$ cat src/design/nv_host_params.svh
// Address, timing and sequence constants for the nonvolatile SRAM host controller
`ifndef NV_HOST_PARAMS_SVH
`define NV_HOST_PARAMS_SVH

// ----------------------------------------------------------------------------
// Array geometry
// ----------------------------------------------------------------------------
`define ADDR_W            13
`define DATA_W            8

// ----------------------------------------------------------------------------
// Software sequence addresses
// ----------------------------------------------------------------------------
`define SEQ_A0            13'h0000
`define SEQ_A1            13'h1555
`define SEQ_A2            13'h0AAA
`define SEQ_A3            13'h1FFF
`define SEQ_A4            13'h10F0
`define SEQ_STORE         13'h0F0F
`define SEQ_RECALL        13'h0F0E

// ----------------------------------------------------------------------------
// Timing: figures in ns, counts derived from the 25 ns clock
// ----------------------------------------------------------------------------
`define CLK_PERIOD_NS     25
`define STORE_TIME_NS     10000000
`define STORE_CYCLES      ((`STORE_TIME_NS + `CLK_PERIOD_NS - 1) / `CLK_PERIOD_NS)
`define RECALL_TIME_NS    20000
`define RECALL_CYCLES     ((`RECALL_TIME_NS + `CLK_PERIOD_NS - 1) / `CLK_PERIOD_NS)
`define STROBE_TIME_NS    100
`define STROBE_CYCLES     ((`STROBE_TIME_NS + `CLK_PERIOD_NS - 1) / `CLK_PERIOD_NS)
`define BUSY_WAIT_NS      1000
`define BUSY_WAIT_CYCLES  ((`BUSY_WAIT_NS + `CLK_PERIOD_NS - 1) / `CLK_PERIOD_NS)
`define CNT_W             20

`endif

$ cat src/design/nv_host_pkg.sv
// Types shared by the nonvolatile SRAM host controller
package nv_host_pkg;

    // ------------------------------------------------------------------------
    // Host command codes
    // ------------------------------------------------------------------------
    typedef enum logic [2:0] {
        CMD_READ,
        CMD_WRITE,
        CMD_SW_STORE,
        CMD_SW_RECALL,
        CMD_HW_STORE
    } cmd_t;

    // ------------------------------------------------------------------------
    // Controller states
    // ------------------------------------------------------------------------
    typedef enum logic [3:0] {
        ST_IDLE,
        ST_SETUP,
        ST_STROBE,
        ST_RELEASE,
        ST_SEQ_NEXT,
        ST_NV_WAIT,
        ST_BUSY_REQ,
        ST_BUSY_WAIT,
        ST_BUSY_END
    } state_t;

endpackage

$ cat src/design/nv_sram_host.sv
// Host controller driving a nonvolatile SRAM over its asynchronous pins
// ----------------------------------------------------------------------------
// ----------------------------------------------------------------------------
`timescale 1ns/10ps
`include "nv_host_params.svh"

module nv_sram_host (
    // Clock, reset and enable
    input  wire logic                   ref_clk_in,
    input  wire logic                   reset_in,
    input  wire logic                   clk_en_in,
    // Command port
    input  wire logic                   cmd_valid_in,
    input  wire nv_host_pkg::cmd_t      cmd_in,
    input  wire logic [`ADDR_W-1:0]     cmd_addr_in,
    input  wire logic [`DATA_W-1:0]     cmd_wdata_in,
    output logic                        cmd_ready_out,
    output logic                        rsp_valid_out,
    output logic [`DATA_W-1:0]          rsp_rdata_out,
    // Supply status flag only, no mode pins
    input  wire logic                   below_switch_in,
    // Device pins
    output logic [`ADDR_W-1:0]          address_lines_out,
    input  wire logic [`DATA_W-1:0]     data_lines_in,
    output logic [`DATA_W-1:0]          data_lines_out,
    output logic                        data_lines_oe_out,
    output logic                        chip_select_n_out,
    output logic                        write_strobe_n_out,
    output logic                        output_gate_n_out,
    input  wire logic                   store_busy_n_in,
    output logic                        store_busy_n_out,
    output logic                        store_busy_n_oe_out
);

    // ------------------------------------------------------------------------
    // Sequence address lookup
    // ------------------------------------------------------------------------
    // Address of step n; last step picks store or recall
    function automatic logic [`ADDR_W-1:0] seq_addr(input logic [2:0] step,
                                                    input logic recall);
        case (step)
            3'h0:    seq_addr = `SEQ_A0;
            3'h1:    seq_addr = `SEQ_A1;
            3'h2:    seq_addr = `SEQ_A2;
            3'h3:    seq_addr = `SEQ_A3;
            3'h4:    seq_addr = `SEQ_A4;
            default: seq_addr = recall ? `SEQ_RECALL : `SEQ_STORE;
        endcase
    endfunction

    // ------------------------------------------------------------------------
    // State
    // ------------------------------------------------------------------------
    typedef struct packed {
        nv_host_pkg::state_t st;            // Controller state
        nv_host_pkg::cmd_t   cmd;           // Command in progress
        logic [2:0]          step;          // Sequence step
        logic [`ADDR_W-1:0]  addr;          // Address driven
        logic [`DATA_W-1:0]  wdata;         // Write data driven
        logic [`DATA_W-1:0]  rdata;         // Captured read data
        logic                rsp;           // Response pulse
        logic                cs_n;          // Chip select
        logic                we_n;          // Write strobe
        logic                oe_n;          // Output gate
        logic                dq_oe;         // Data drive enable
        logic                busy_drive;    // Host pulls busy low
    } host_state_t;

    host_state_t cur;                       // Registered state
    host_state_t next_cur;                  // Next value

    logic                timer_load;        // Start timer
    logic [`CNT_W-1:0]   timer_count;       // Timer load value
    logic                timer_done;        // Timer expired
    logic                dev_busy;          // Device reports busy

    assign dev_busy = !store_busy_n_in;

    // ------------------------------------------------------------------------
    // Timer instance
    // ------------------------------------------------------------------------
    bus_cycle_timer u_timer (
        .ref_clk_in (ref_clk_in),
        .reset_in   (reset_in),
        .clk_en_in  (clk_en_in),
        .load_in    (timer_load),
        .count_in   (timer_count),
        .done_out   (timer_done)
    );

    // ------------------------------------------------------------------------
    // Next-state logic
    // ------------------------------------------------------------------------
    always_comb begin
        next_cur    = cur;
        next_cur.rsp = 1'b0;
        timer_load  = 1'b0;
        timer_count = `CNT_W'(`STROBE_CYCLES);
        case (cur.st)
            // Accept a command only when device idle and busy high
            nv_host_pkg::ST_IDLE: begin
                if (cmd_valid_in && !dev_busy) begin
                    next_cur.cmd   = cmd_in;
                    next_cur.addr  = cmd_addr_in;
                    next_cur.wdata = cmd_wdata_in;
                    next_cur.step  = 3'h0;
                    case (cmd_in)
                        nv_host_pkg::CMD_SW_STORE,
                        nv_host_pkg::CMD_SW_RECALL: begin
                            next_cur.addr = seq_addr(3'h0, 1'b0);
                            next_cur.st   = nv_host_pkg::ST_SETUP;
                        end
                        nv_host_pkg::CMD_HW_STORE,
                        nv_host_pkg::CMD_WRITE: begin
                            // Refused under low supply
                            if (below_switch_in) begin
                                next_cur.rsp = 1'b1;
                            end else if (cmd_in == nv_host_pkg::CMD_WRITE) begin
                                next_cur.st = nv_host_pkg::ST_SETUP;
                            end else begin
                                next_cur.busy_drive = 1'b1;
                                next_cur.st = nv_host_pkg::ST_BUSY_REQ;
                            end
                        end
                        default: next_cur.st = nv_host_pkg::ST_SETUP;
                    endcase
                end
            end
            // Address settles before any strobe; gate high on writes
            nv_host_pkg::ST_SETUP: begin
                next_cur.cs_n = 1'b0;
                if (cur.cmd == nv_host_pkg::CMD_WRITE) begin
                    next_cur.oe_n  = 1'b1;
                    next_cur.dq_oe = 1'b1;
                    next_cur.we_n  = 1'b0;
                end else begin
                    next_cur.we_n = 1'b1;
                    next_cur.oe_n = 1'b0;
                end
                timer_load  = 1'b1;
                next_cur.st = nv_host_pkg::ST_STROBE;
            end
            // Hold strobes for the access time
            nv_host_pkg::ST_STROBE: begin
                if (timer_done) begin
                    next_cur.rdata = data_lines_in;
                    next_cur.cs_n  = 1'b1;
                    next_cur.we_n  = 1'b1;
                    next_cur.oe_n  = 1'b1;
                    next_cur.st    = nv_host_pkg::ST_RELEASE;
                end
            end
            // Strobes up; address and data still held
            nv_host_pkg::ST_RELEASE: begin
                next_cur.dq_oe = 1'b0;
                if (cur.cmd == nv_host_pkg::CMD_SW_STORE ||
                    cur.cmd == nv_host_pkg::CMD_SW_RECALL) begin
                    next_cur.st = nv_host_pkg::ST_SEQ_NEXT;
                end else begin
                    next_cur.rsp = 1'b1;
                    next_cur.st  = nv_host_pkg::ST_IDLE;
                end
            end
            // Advance the six-read sequence back to back
            nv_host_pkg::ST_SEQ_NEXT: begin
                if (cur.step == 3'h5) begin
                    timer_load  = 1'b1;
                    timer_count = (cur.cmd == nv_host_pkg::CMD_SW_STORE) ?
                                  `CNT_W'(`STORE_CYCLES) :
                                  `CNT_W'(`RECALL_CYCLES);
                    next_cur.st = nv_host_pkg::ST_NV_WAIT;
                end else begin
                    next_cur.step = cur.step + 3'h1;
                    next_cur.addr = seq_addr(cur.step + 3'h1,
                                    cur.cmd == nv_host_pkg::CMD_SW_RECALL);
                    next_cur.st   = nv_host_pkg::ST_SETUP;
                end
            end
            // Device busy with nonvolatile cycle; no accesses
            nv_host_pkg::ST_NV_WAIT: begin
                if (timer_done && !dev_busy) begin
                    next_cur.rsp = 1'b1;
                    next_cur.st  = nv_host_pkg::ST_IDLE;
                end
            end
            // Hold busy low briefly so the device sees the request
            nv_host_pkg::ST_BUSY_REQ: begin
                timer_load  = 1'b1;
                timer_count = `CNT_W'(`BUSY_WAIT_CYCLES);
                next_cur.st = nv_host_pkg::ST_BUSY_WAIT;
            end
            // Release after request time, then wait store end
            nv_host_pkg::ST_BUSY_WAIT: begin
                if (timer_done) begin
                    next_cur.busy_drive = 1'b0;
                    next_cur.st = nv_host_pkg::ST_BUSY_END;
                end
            end
            // Done once busy reads high
            nv_host_pkg::ST_BUSY_END: begin
                if (!dev_busy) begin
                    next_cur.rsp = 1'b1;
                    next_cur.st  = nv_host_pkg::ST_IDLE;
                end
            end
            default: next_cur.st = nv_host_pkg::ST_IDLE;
        endcase
    end

    // ------------------------------------------------------------------------
    // State register
    // ------------------------------------------------------------------------
    always_ff @(posedge ref_clk_in) begin
        if (reset_in) begin
            cur      <= '0;
            cur.cs_n <= 1'b1;
            cur.we_n <= 1'b1;
            cur.oe_n <= 1'b1;
        end else if (clk_en_in) begin
            cur <= next_cur;
        end
    end

    // ------------------------------------------------------------------------
    // Outputs
    // ------------------------------------------------------------------------
    assign cmd_ready_out       = (cur.st == nv_host_pkg::ST_IDLE) && !dev_busy;
    assign rsp_valid_out       = cur.rsp;
    assign rsp_rdata_out       = cur.rdata;
    assign address_lines_out   = cur.addr;
    assign data_lines_out      = cur.wdata;
    assign data_lines_oe_out   = cur.dq_oe;
    assign chip_select_n_out   = cur.cs_n;
    assign write_strobe_n_out  = cur.we_n;
    assign output_gate_n_out   = cur.oe_n;
    assign store_busy_n_out    = 1'b0;      // Open drain: only pulls low
    assign store_busy_n_oe_out = cur.busy_drive;

endmodule

$ cat src/design/bus_cycle_timer.sv
// Cycle down-counter used to time strobes and nonvolatile cycles
`timescale 1ns/10ps
`include "nv_host_params.svh"

module bus_cycle_timer (
    // Clock, reset and enable
    input  wire logic                ref_clk_in,
    input  wire logic                reset_in,
    input  wire logic                clk_en_in,
    // Load request with count
    input  wire logic                load_in,
    input  wire logic [`CNT_W-1:0]   count_in,
    // Expiry flag
    output logic                     done_out
);

    // ------------------------------------------------------------------------
    // State
    // ------------------------------------------------------------------------
    typedef struct packed {
        logic [`CNT_W-1:0] remain;   // Cycles still to run
    } timer_state_t;

    timer_state_t cur;               // Registered state
    timer_state_t next_cur;          // Next value

    // Load, count down, hold at zero
    always_comb begin
        next_cur = cur;
        if (load_in) begin
            next_cur.remain = count_in;
        end else if (cur.remain != '0) begin
            next_cur.remain = cur.remain - 1'b1;
        end
    end

    // Register with clock enable
    always_ff @(posedge ref_clk_in) begin
        if (reset_in) begin
            cur <= '0;
        end else if (clk_en_in) begin
            cur <= next_cur;
        end
    end

    // Zero means expired
    assign done_out = (cur.remain == '0) && !load_in;

endmodule

$ cat config.mk
export PLATFORM = sky130hd
export DESIGN_NAME = nv_sram_host
export DESIGN_NICKNAME = d
export VERILOG_FILES = /design/src/design/nv_host_pkg.sv /design/src/design/nv_sram_host.sv /design/src/design/bus_cycle_timer.sv
export VERILOG_INCLUDE_DIRS = /design/src /design/src/design
export SDC_FILE = /design/constraint.sdc
export NUM_CORES = 1
export LEC_CHECK = 0
export ABC_AREA = 1
export BUFFER_PORTS_ARGS = -buffer_cell sky130_fd_sc_hd__buf_2
export CAP_MARGIN = 20
export CORE_UTILIZATION = 31
export CTS_BUF_LIST = sky130_fd_sc_hd__clkbuf_4 sky130_fd_sc_hd__clkbuf_8
export DETAILED_ROUTE_END_ITERATION = 7
export PLACE_DENSITY = 0.53
export SETUP_SLACK_MARGIN = 0.2
export SLEW_MARGIN = 5
export SYNTH_ARGS = -nofsm -noshare
export SYNTH_HDL_FRONTEND = slang
export SYNTH_SLANG_ARGS = --single-unit
$ cat constraint.sdc
create_clock -name ref_clk_in -period 2.7 [get_ports ref_clk_in]
set_clock_uncertainty 0.15 [all_clocks]
set_input_delay 0.27 -clock ref_clk_in [delete_from_list [all_inputs] [get_ports ref_clk_in]]
set_output_delay 0.27 -clock ref_clk_in [all_outputs]
set_load 0.03 [all_outputs]
; Word level (Yosys, flattened, before mapping)
; Index checks and enable logic that the tools add are counted.
; W data, S select, Z words.
[classes]
eq_ne = 31
mux = 41
addsub = 2
n_reduce_logical = 26
[ops]
columns = cell, n
row1 = $pmux W13 S5, 1
row2 = $mux W20, 2
row3 = $mux W19, 2
row4 = $pmux W19 S2, 1
row5 = $pmux W4 S9, 1
row6 = $pmux W16 S2, 1
row7 = $mux W31, 1
row8 = $mux W4, 6
row9 = $logic_not A20 Y1, 1
row10 = $reduce_bool A20 Y1, 1
row11 = $sub A20 B1 Y20 const B, 1
row12 = $eq A3 B2 Y1 const B, 6
row13 = $ne A2 B2 Y1 const B, 9
row14 = $eq A4 B3 Y1 const B, 4
row15 = $mux W16, 1
row16 = $mux W1, 14
row17 = $reduce_and A7 Y1, 2
row18 = $mux W13, 1
row19 = $mux W3, 4
row20 = $reduce_and A3 Y1, 4
row21 = $reduce_bool A2 Y1, 5
row22 = $eq A3 B1 Y1 const B, 3
row23 = $eq A3 B3 Y1 const B, 3
row24 = $eq A4 B2 Y1 const B, 2
row25 = other kinds (17), 24
[totals]
wordCells = 113
in_bits = 38
ff_bits = 65
output_inout_bits = 37

; Longest topological paths before layout
[depth]
depth_word = 8
depth_mapped = 13

; Hierarchy
; From an unflattened synthesis, not the netlist that was laid out.
[unflattened]
hier_cells = 625
area_unflattened_um2 = 4125.2
[by_module_without_submodules]
columns = module, cells_each, n_inst, area_each_um2
row1 = nv_sram_host, 368, 1, 2489.9
row2 = bus_cycle_timer, 257, 1, 1635.3

; Worst setup path before layout
; Ideal clock, no wire load.
[synth_path]
path_type = reg2reg
start = reg cur[36] (netlist name)
end = reg cur (netlist bit rsp_rdata_out[0])
path_slack_ns = 0.930
stages_incl_launch_ff = 13
synth_period_minus_slack_ns = 1.770
required_ns = 2.437
setup_time_ns = 0.113
arrival_ns = 1.507
cell_sequence = dfxtp_1 -> inv_1 -> ha_1 -> nand2_1 -> nor2_4 -> nor2_4 -> buf_6 -> inv_2 -> nor2_4 -> nand3_4 -> buf_6 -> nor2_1 -> nor2_1
[synth_via]
elab_chain_len = 6
[synth_rtl]
columns = item, line
row1 = "start, declared", nv_sram_host.sv:69  ; host_state_t cur;
row2 = "start signal, assigned", nv_sram_host.sv:220  ; cur <= next_cur;
row3 = $eq A3 B3 Y1, nv_sram_host.sv:166  ; if (cur.step == 3'h5) begin
row4 = $mux W1, nv_sram_host.sv:166
row5 = $pmux W1 S2, nv_sram_host.sv:99  ; case (cur.st)
row6 = $logic_not A1 Y1, bus_cycle_timer.sv:47  ; assign done_out = (cur.remain == '0) && !load_in;
row7 = $logic_and A1 B1 Y1, bus_cycle_timer.sv:47
row8 = $reduce_and A3 Y1 (no source line), -
; No other way between the ends.
; A chain may end at the register's enable or synchronous reset.

; Worst setup path after layout
[layout_path]
start = reg cur[41] (netlist name)
end = reg u_timer.cur[17] (netlist name)
[layout_via]
elab_chain_len = 5
word_cells_on_any_way = 9
classes_between = eq/ne: 3 / mux: 3 / reduce/logical: 3
[layout_rtl]
columns = item, line
row1 = $eq A4 B1 Y1 or $eq A4 B3 Y1 (tied branches), nv_sram_host.sv:99
row2 = $reduce_or A2 Y1 (no source line), -
row3 = $pmux W1 S2, nv_sram_host.sv:99
row4 = $reduce_bool A2 Y1 (no source line), -
row5 = $reduce_and A2 Y1 (no source line), -
row6 = "end signal, assigned", bus_cycle_timer.sv:42  ; cur <= next_cur;
row7 = "end, declared", bus_cycle_timer.sv:24  ; timer_state_t cur;
; Several ways; a longest one is shown, not always the timed one.

==> impl_metrics.env <==
export IMPL_worst_slew_pin_slew_ps=505
export IMPL_synth_compound_area_share_pct=15.0
export IMPL_fin_cells=772
export IMPL_seq_area_um2=1300
export IMPL_fp_dieH_um=112
export IMPL_ant_nets=0
export IMPL_final_hold_violation_count=0
export IMPL_end_kind="flop"
export IMPL_finalSetupTns_ps=0
export IMPL_power_switching_mw=2.27
export IMPL_yosys_area_top_type_share_pct=34.5
export IMPL_yosys_area_share_simple_pct=30.8
export IMPL_dp_hpwl_mm=6.92
export IMPL_cts_tree="yes"
export IMPL_yosysWarnings=0
export IMPL_crit_fanout=17
export IMPL_max_cap_violations=0
export IMPL_path_class="reg -> reg"
export IMPL_vias_per_cell=4.74
export IMPL_r2r_start="cur[41]"
export IMPL_post_drt_wl_per_cell_um=12.6
export IMPL_grt_ovfl_total=0
export IMPL_wl_mm=9.75
export IMPL_setup_viol=0
export IMPL_rsz0062_at_grt="false"
export IMPL_synth_area_mux_share_pct=0
export IMPL_clkTransAtPathRegs_ps=80
export IMPL_diodes=0
export IMPL_p_leak_nw=2.12
export IMPL_p_seq_share_pct=31.1
export IMPL_pwr_share_clk_pct=16.4
export IMPL_rows=39
export IMPL_reg2reg_depth=10
export IMPL_slew_viol_final=0
export IMPL_syn_area_per_cell_um2=6.67
export IMPL_hold_end="address_lines_out[3]"
export IMPL_clk_path_buf_depth=2
export IMPL_synth_area_top_cells="dfxtp_1 (35%), nor2_1 (11%), nand2_1 (10%), buf_4 (6.6%), o21ai_0 (6.1%)"
export IMPL_gp_congestion=0.894
export IMPL_grt_pass1_wl_mm=15.9
export IMPL_yosys_area_share_adder_pct=2.32
export IMPL_power_internal_mw=2.36
export IMPL_firstDrtPassIters=6
export IMPL_dieWidth_um=112
export IMPL_r2r_end="u_timer.cur[17]"
export IMPL_yosysTopAreaCell="dfxtp_1"
export IMPL_root_buffer="clkbuf_8"
export IMPL_fin_nets=669
export IMPL_rrSetupSlack_ps=480
export IMPL_grt_max_degree=27
export IMPL_syn_inst=565
export IMPL_htree_levels=3
export IMPL_numCtsBuffers=9
export IMPL_drc_errors=9
export IMPL_worst_skew_pair_late_latency_ps=350
export IMPL_antenna_found_initial=0
export IMPL_drt_iter0_markers=232
export IMPL_placed_cells=738
export IMPL_multi_input_area_um2=1900
export IMPL_initial_utilization_pct=32.4
export IMPL_peakVddDrop_mv=0.403
export IMPL_hp_class="in -> reg"
export IMPL_final_cell_mix="nor2_1 (110), nand2_1 (104), buf_2 (73), dfxtp_1 (65), inv_1 (52)"
export IMPL_violations="DRC"
export IMPL_nFillCells=1266
export IMPL_netlist_area_um2=3770
export IMPL_fp_coreArea_um2=11600
export IMPL_syn_nets=610
export IMPL_worstPathRequired_ps=2780
export IMPL_whs_ps=18.3
export IMPL_power_density_nw_per_um2=1070
export IMPL_postCtsSetupBuffers=0
export IMPL_period_share_pct=82.1
export IMPL_cts_sinks=65
export IMPL_start_kind="flop"
export IMPL_synth_xor_area_share_pct=2.09
export IMPL_synth_top_family_by_area="simple AND/OR/NAND/NOR gates"
export IMPL_arrival_ps=2300
export IMPL_period_minus_slack_ps=2220
export IMPL_outcome="finished with violations"
export IMPL_vias=3658
export IMPL_track_usage_pct=15.8
export IMPL_synth_seq_cells=65
export IMPL_clock_fmax_mhz=451
export IMPL_p_comb_share_pct=52.5
export IMPL_synthDistinctLibCells=37
export IMPL_worstHoldStart="cmd_addr_in[3]"
export IMPL_final_layout_size_suffix_gt1_share_pct=18.1
export IMPL_port_buffers=73
export IMPL_final_common_cell="nor2_1"
export IMPL_ys_seq_area_share_pct=34.5
export IMPL_die_area_um2=12600
export IMPL_relSlewSlack_pct=66.2
export IMPL_swShare_pct=49.0
export IMPL_holdPathStages=3
export IMPL_first_global_vias=3376
export IMPL_synthToLayoutAreaGrowth_pct=15.4
export IMPL_io_pins=75
-- logic make-up after synthesis --
kind of cell,Yosys count
simple gates,272
compound gates,107
buf+inv,104
flops,65
xor+xnor,9
fa+ha+maj,7
other cells,1
-- registers in the layout (all words and copies together) (netlist names), 8 cells and up --
register,cells
rsp_rdata_out,8
u_timer.cur,20
address_lines_out,13
cur,10
data_lines_out,8
-- power by group through the flow --
stage | Sequential, mW | Combinational, mW | Clock [mW]
final | 1.44 | 2.43 | 0.761
after global placement | 1.45 | 2.38 | 0
after floorplan | 1.43 | 2.05 | 0
after CTS | 1.44 | 2.42 | 0.786
after global routing | 1.48 | 2.74 | 0.829
after detailed placement | 1.46 | 2.39 | 0
-- Yosys cell counts (all sizes together) --
| cell type | n |
|---|---|
| a21oi | 41 |
| and2 | 1 |
| xor2 | 7 |
| nor3b | 1 |
| o2111ai | 1 |
| a211oi | 3 |
| nand3b | 1 |
| o31ai | 1 |
| xnor2 | 2 |
| nor2 | 117 |
| dfxtp | 65 |
| conb | 1 |
| nand2 | 109 |
| clkinv | 1 |
| o22ai | 2 |
| inv | 56 |
| nand3 | 31 |
| o21ai | 53 |
| nor3 | 10 |
| clkbuf | 8 |
| a31oi | 4 |
| o211ai | 2 |
| ha | 7 |
| buf | 39 |
| nand4 | 2 |
-- layer usage --
layer  share of wire (%)  track usage (%)  vias to the layer above
met5                   0                0                        -
met4                 1.0             4.89                        0
met3                 5.4             4.43                        8
met2                  45             25.5                      110
met1                  49             20.4                     1642
li1                    -                -                     1898
-- critical path, cell delays in order (launching register included) --
cell and delay, ps:
dfxtp_1 410, nor2_2 240, nand2_2 160, nor2_4 180
nor2_4 90, nand2_2 130, nand2_2 170, inv_4 210
nand2_1 150, a21oi_1 150, nor2_1 50
-- layout make-up --
class / instances / area share (%)
multi-input combinational: 396 / 43.6
clock buffer: 11 / 3.34
timing repair buffer: 95 / 13.2
tap: 143 / 4.12
inverter: 57 / 5.01
sequential: 65 / 29.9
clock inverter: 5 / 0.720
-- through the flow --
stage | setup slack, ps | instance area [um2] | power, mW | util, %
after floorplan | 930 | 3770 | 3.48 | -
after global placement | 529 | 3990 | 3.83 | 34.3
after detailed placement | 394 | 3990 | 3.85 | 34.3
after CTS | 384 | 4340 | 4.64 | 37.4
after global routing | 263 | 4350 | 5.04 | 37.4
final | 483 | 4350 | 4.63 | 37.4
-- how the worst max path moves through the flow --
stage                        from               end  slack (ps)
after floorplan           cur[36]  rsp_rdata_out[0]         930
after global placement    cur[43]   u_timer.cur[17]         530
after detailed placement  cur[41]   u_timer.cur[17]         390
after CTS                 cur[41]   u_timer.cur[17]         380
after global routing      cur[43]   u_timer.cur[17]         260
final                     cur[41]   u_timer.cur[17]         480
-- what timing repair did --
| action | in CTS | in global routing |
|---|---|---|
| setup endpoints to repair | 0 | 1 |
| gates resized for setup | 0 | 2 |
| hold buffers | 18 | 0 |
| endpoints found under the hold margin | 18 | 0 |
Note: power is estimated with default switching activity, not from simulation.
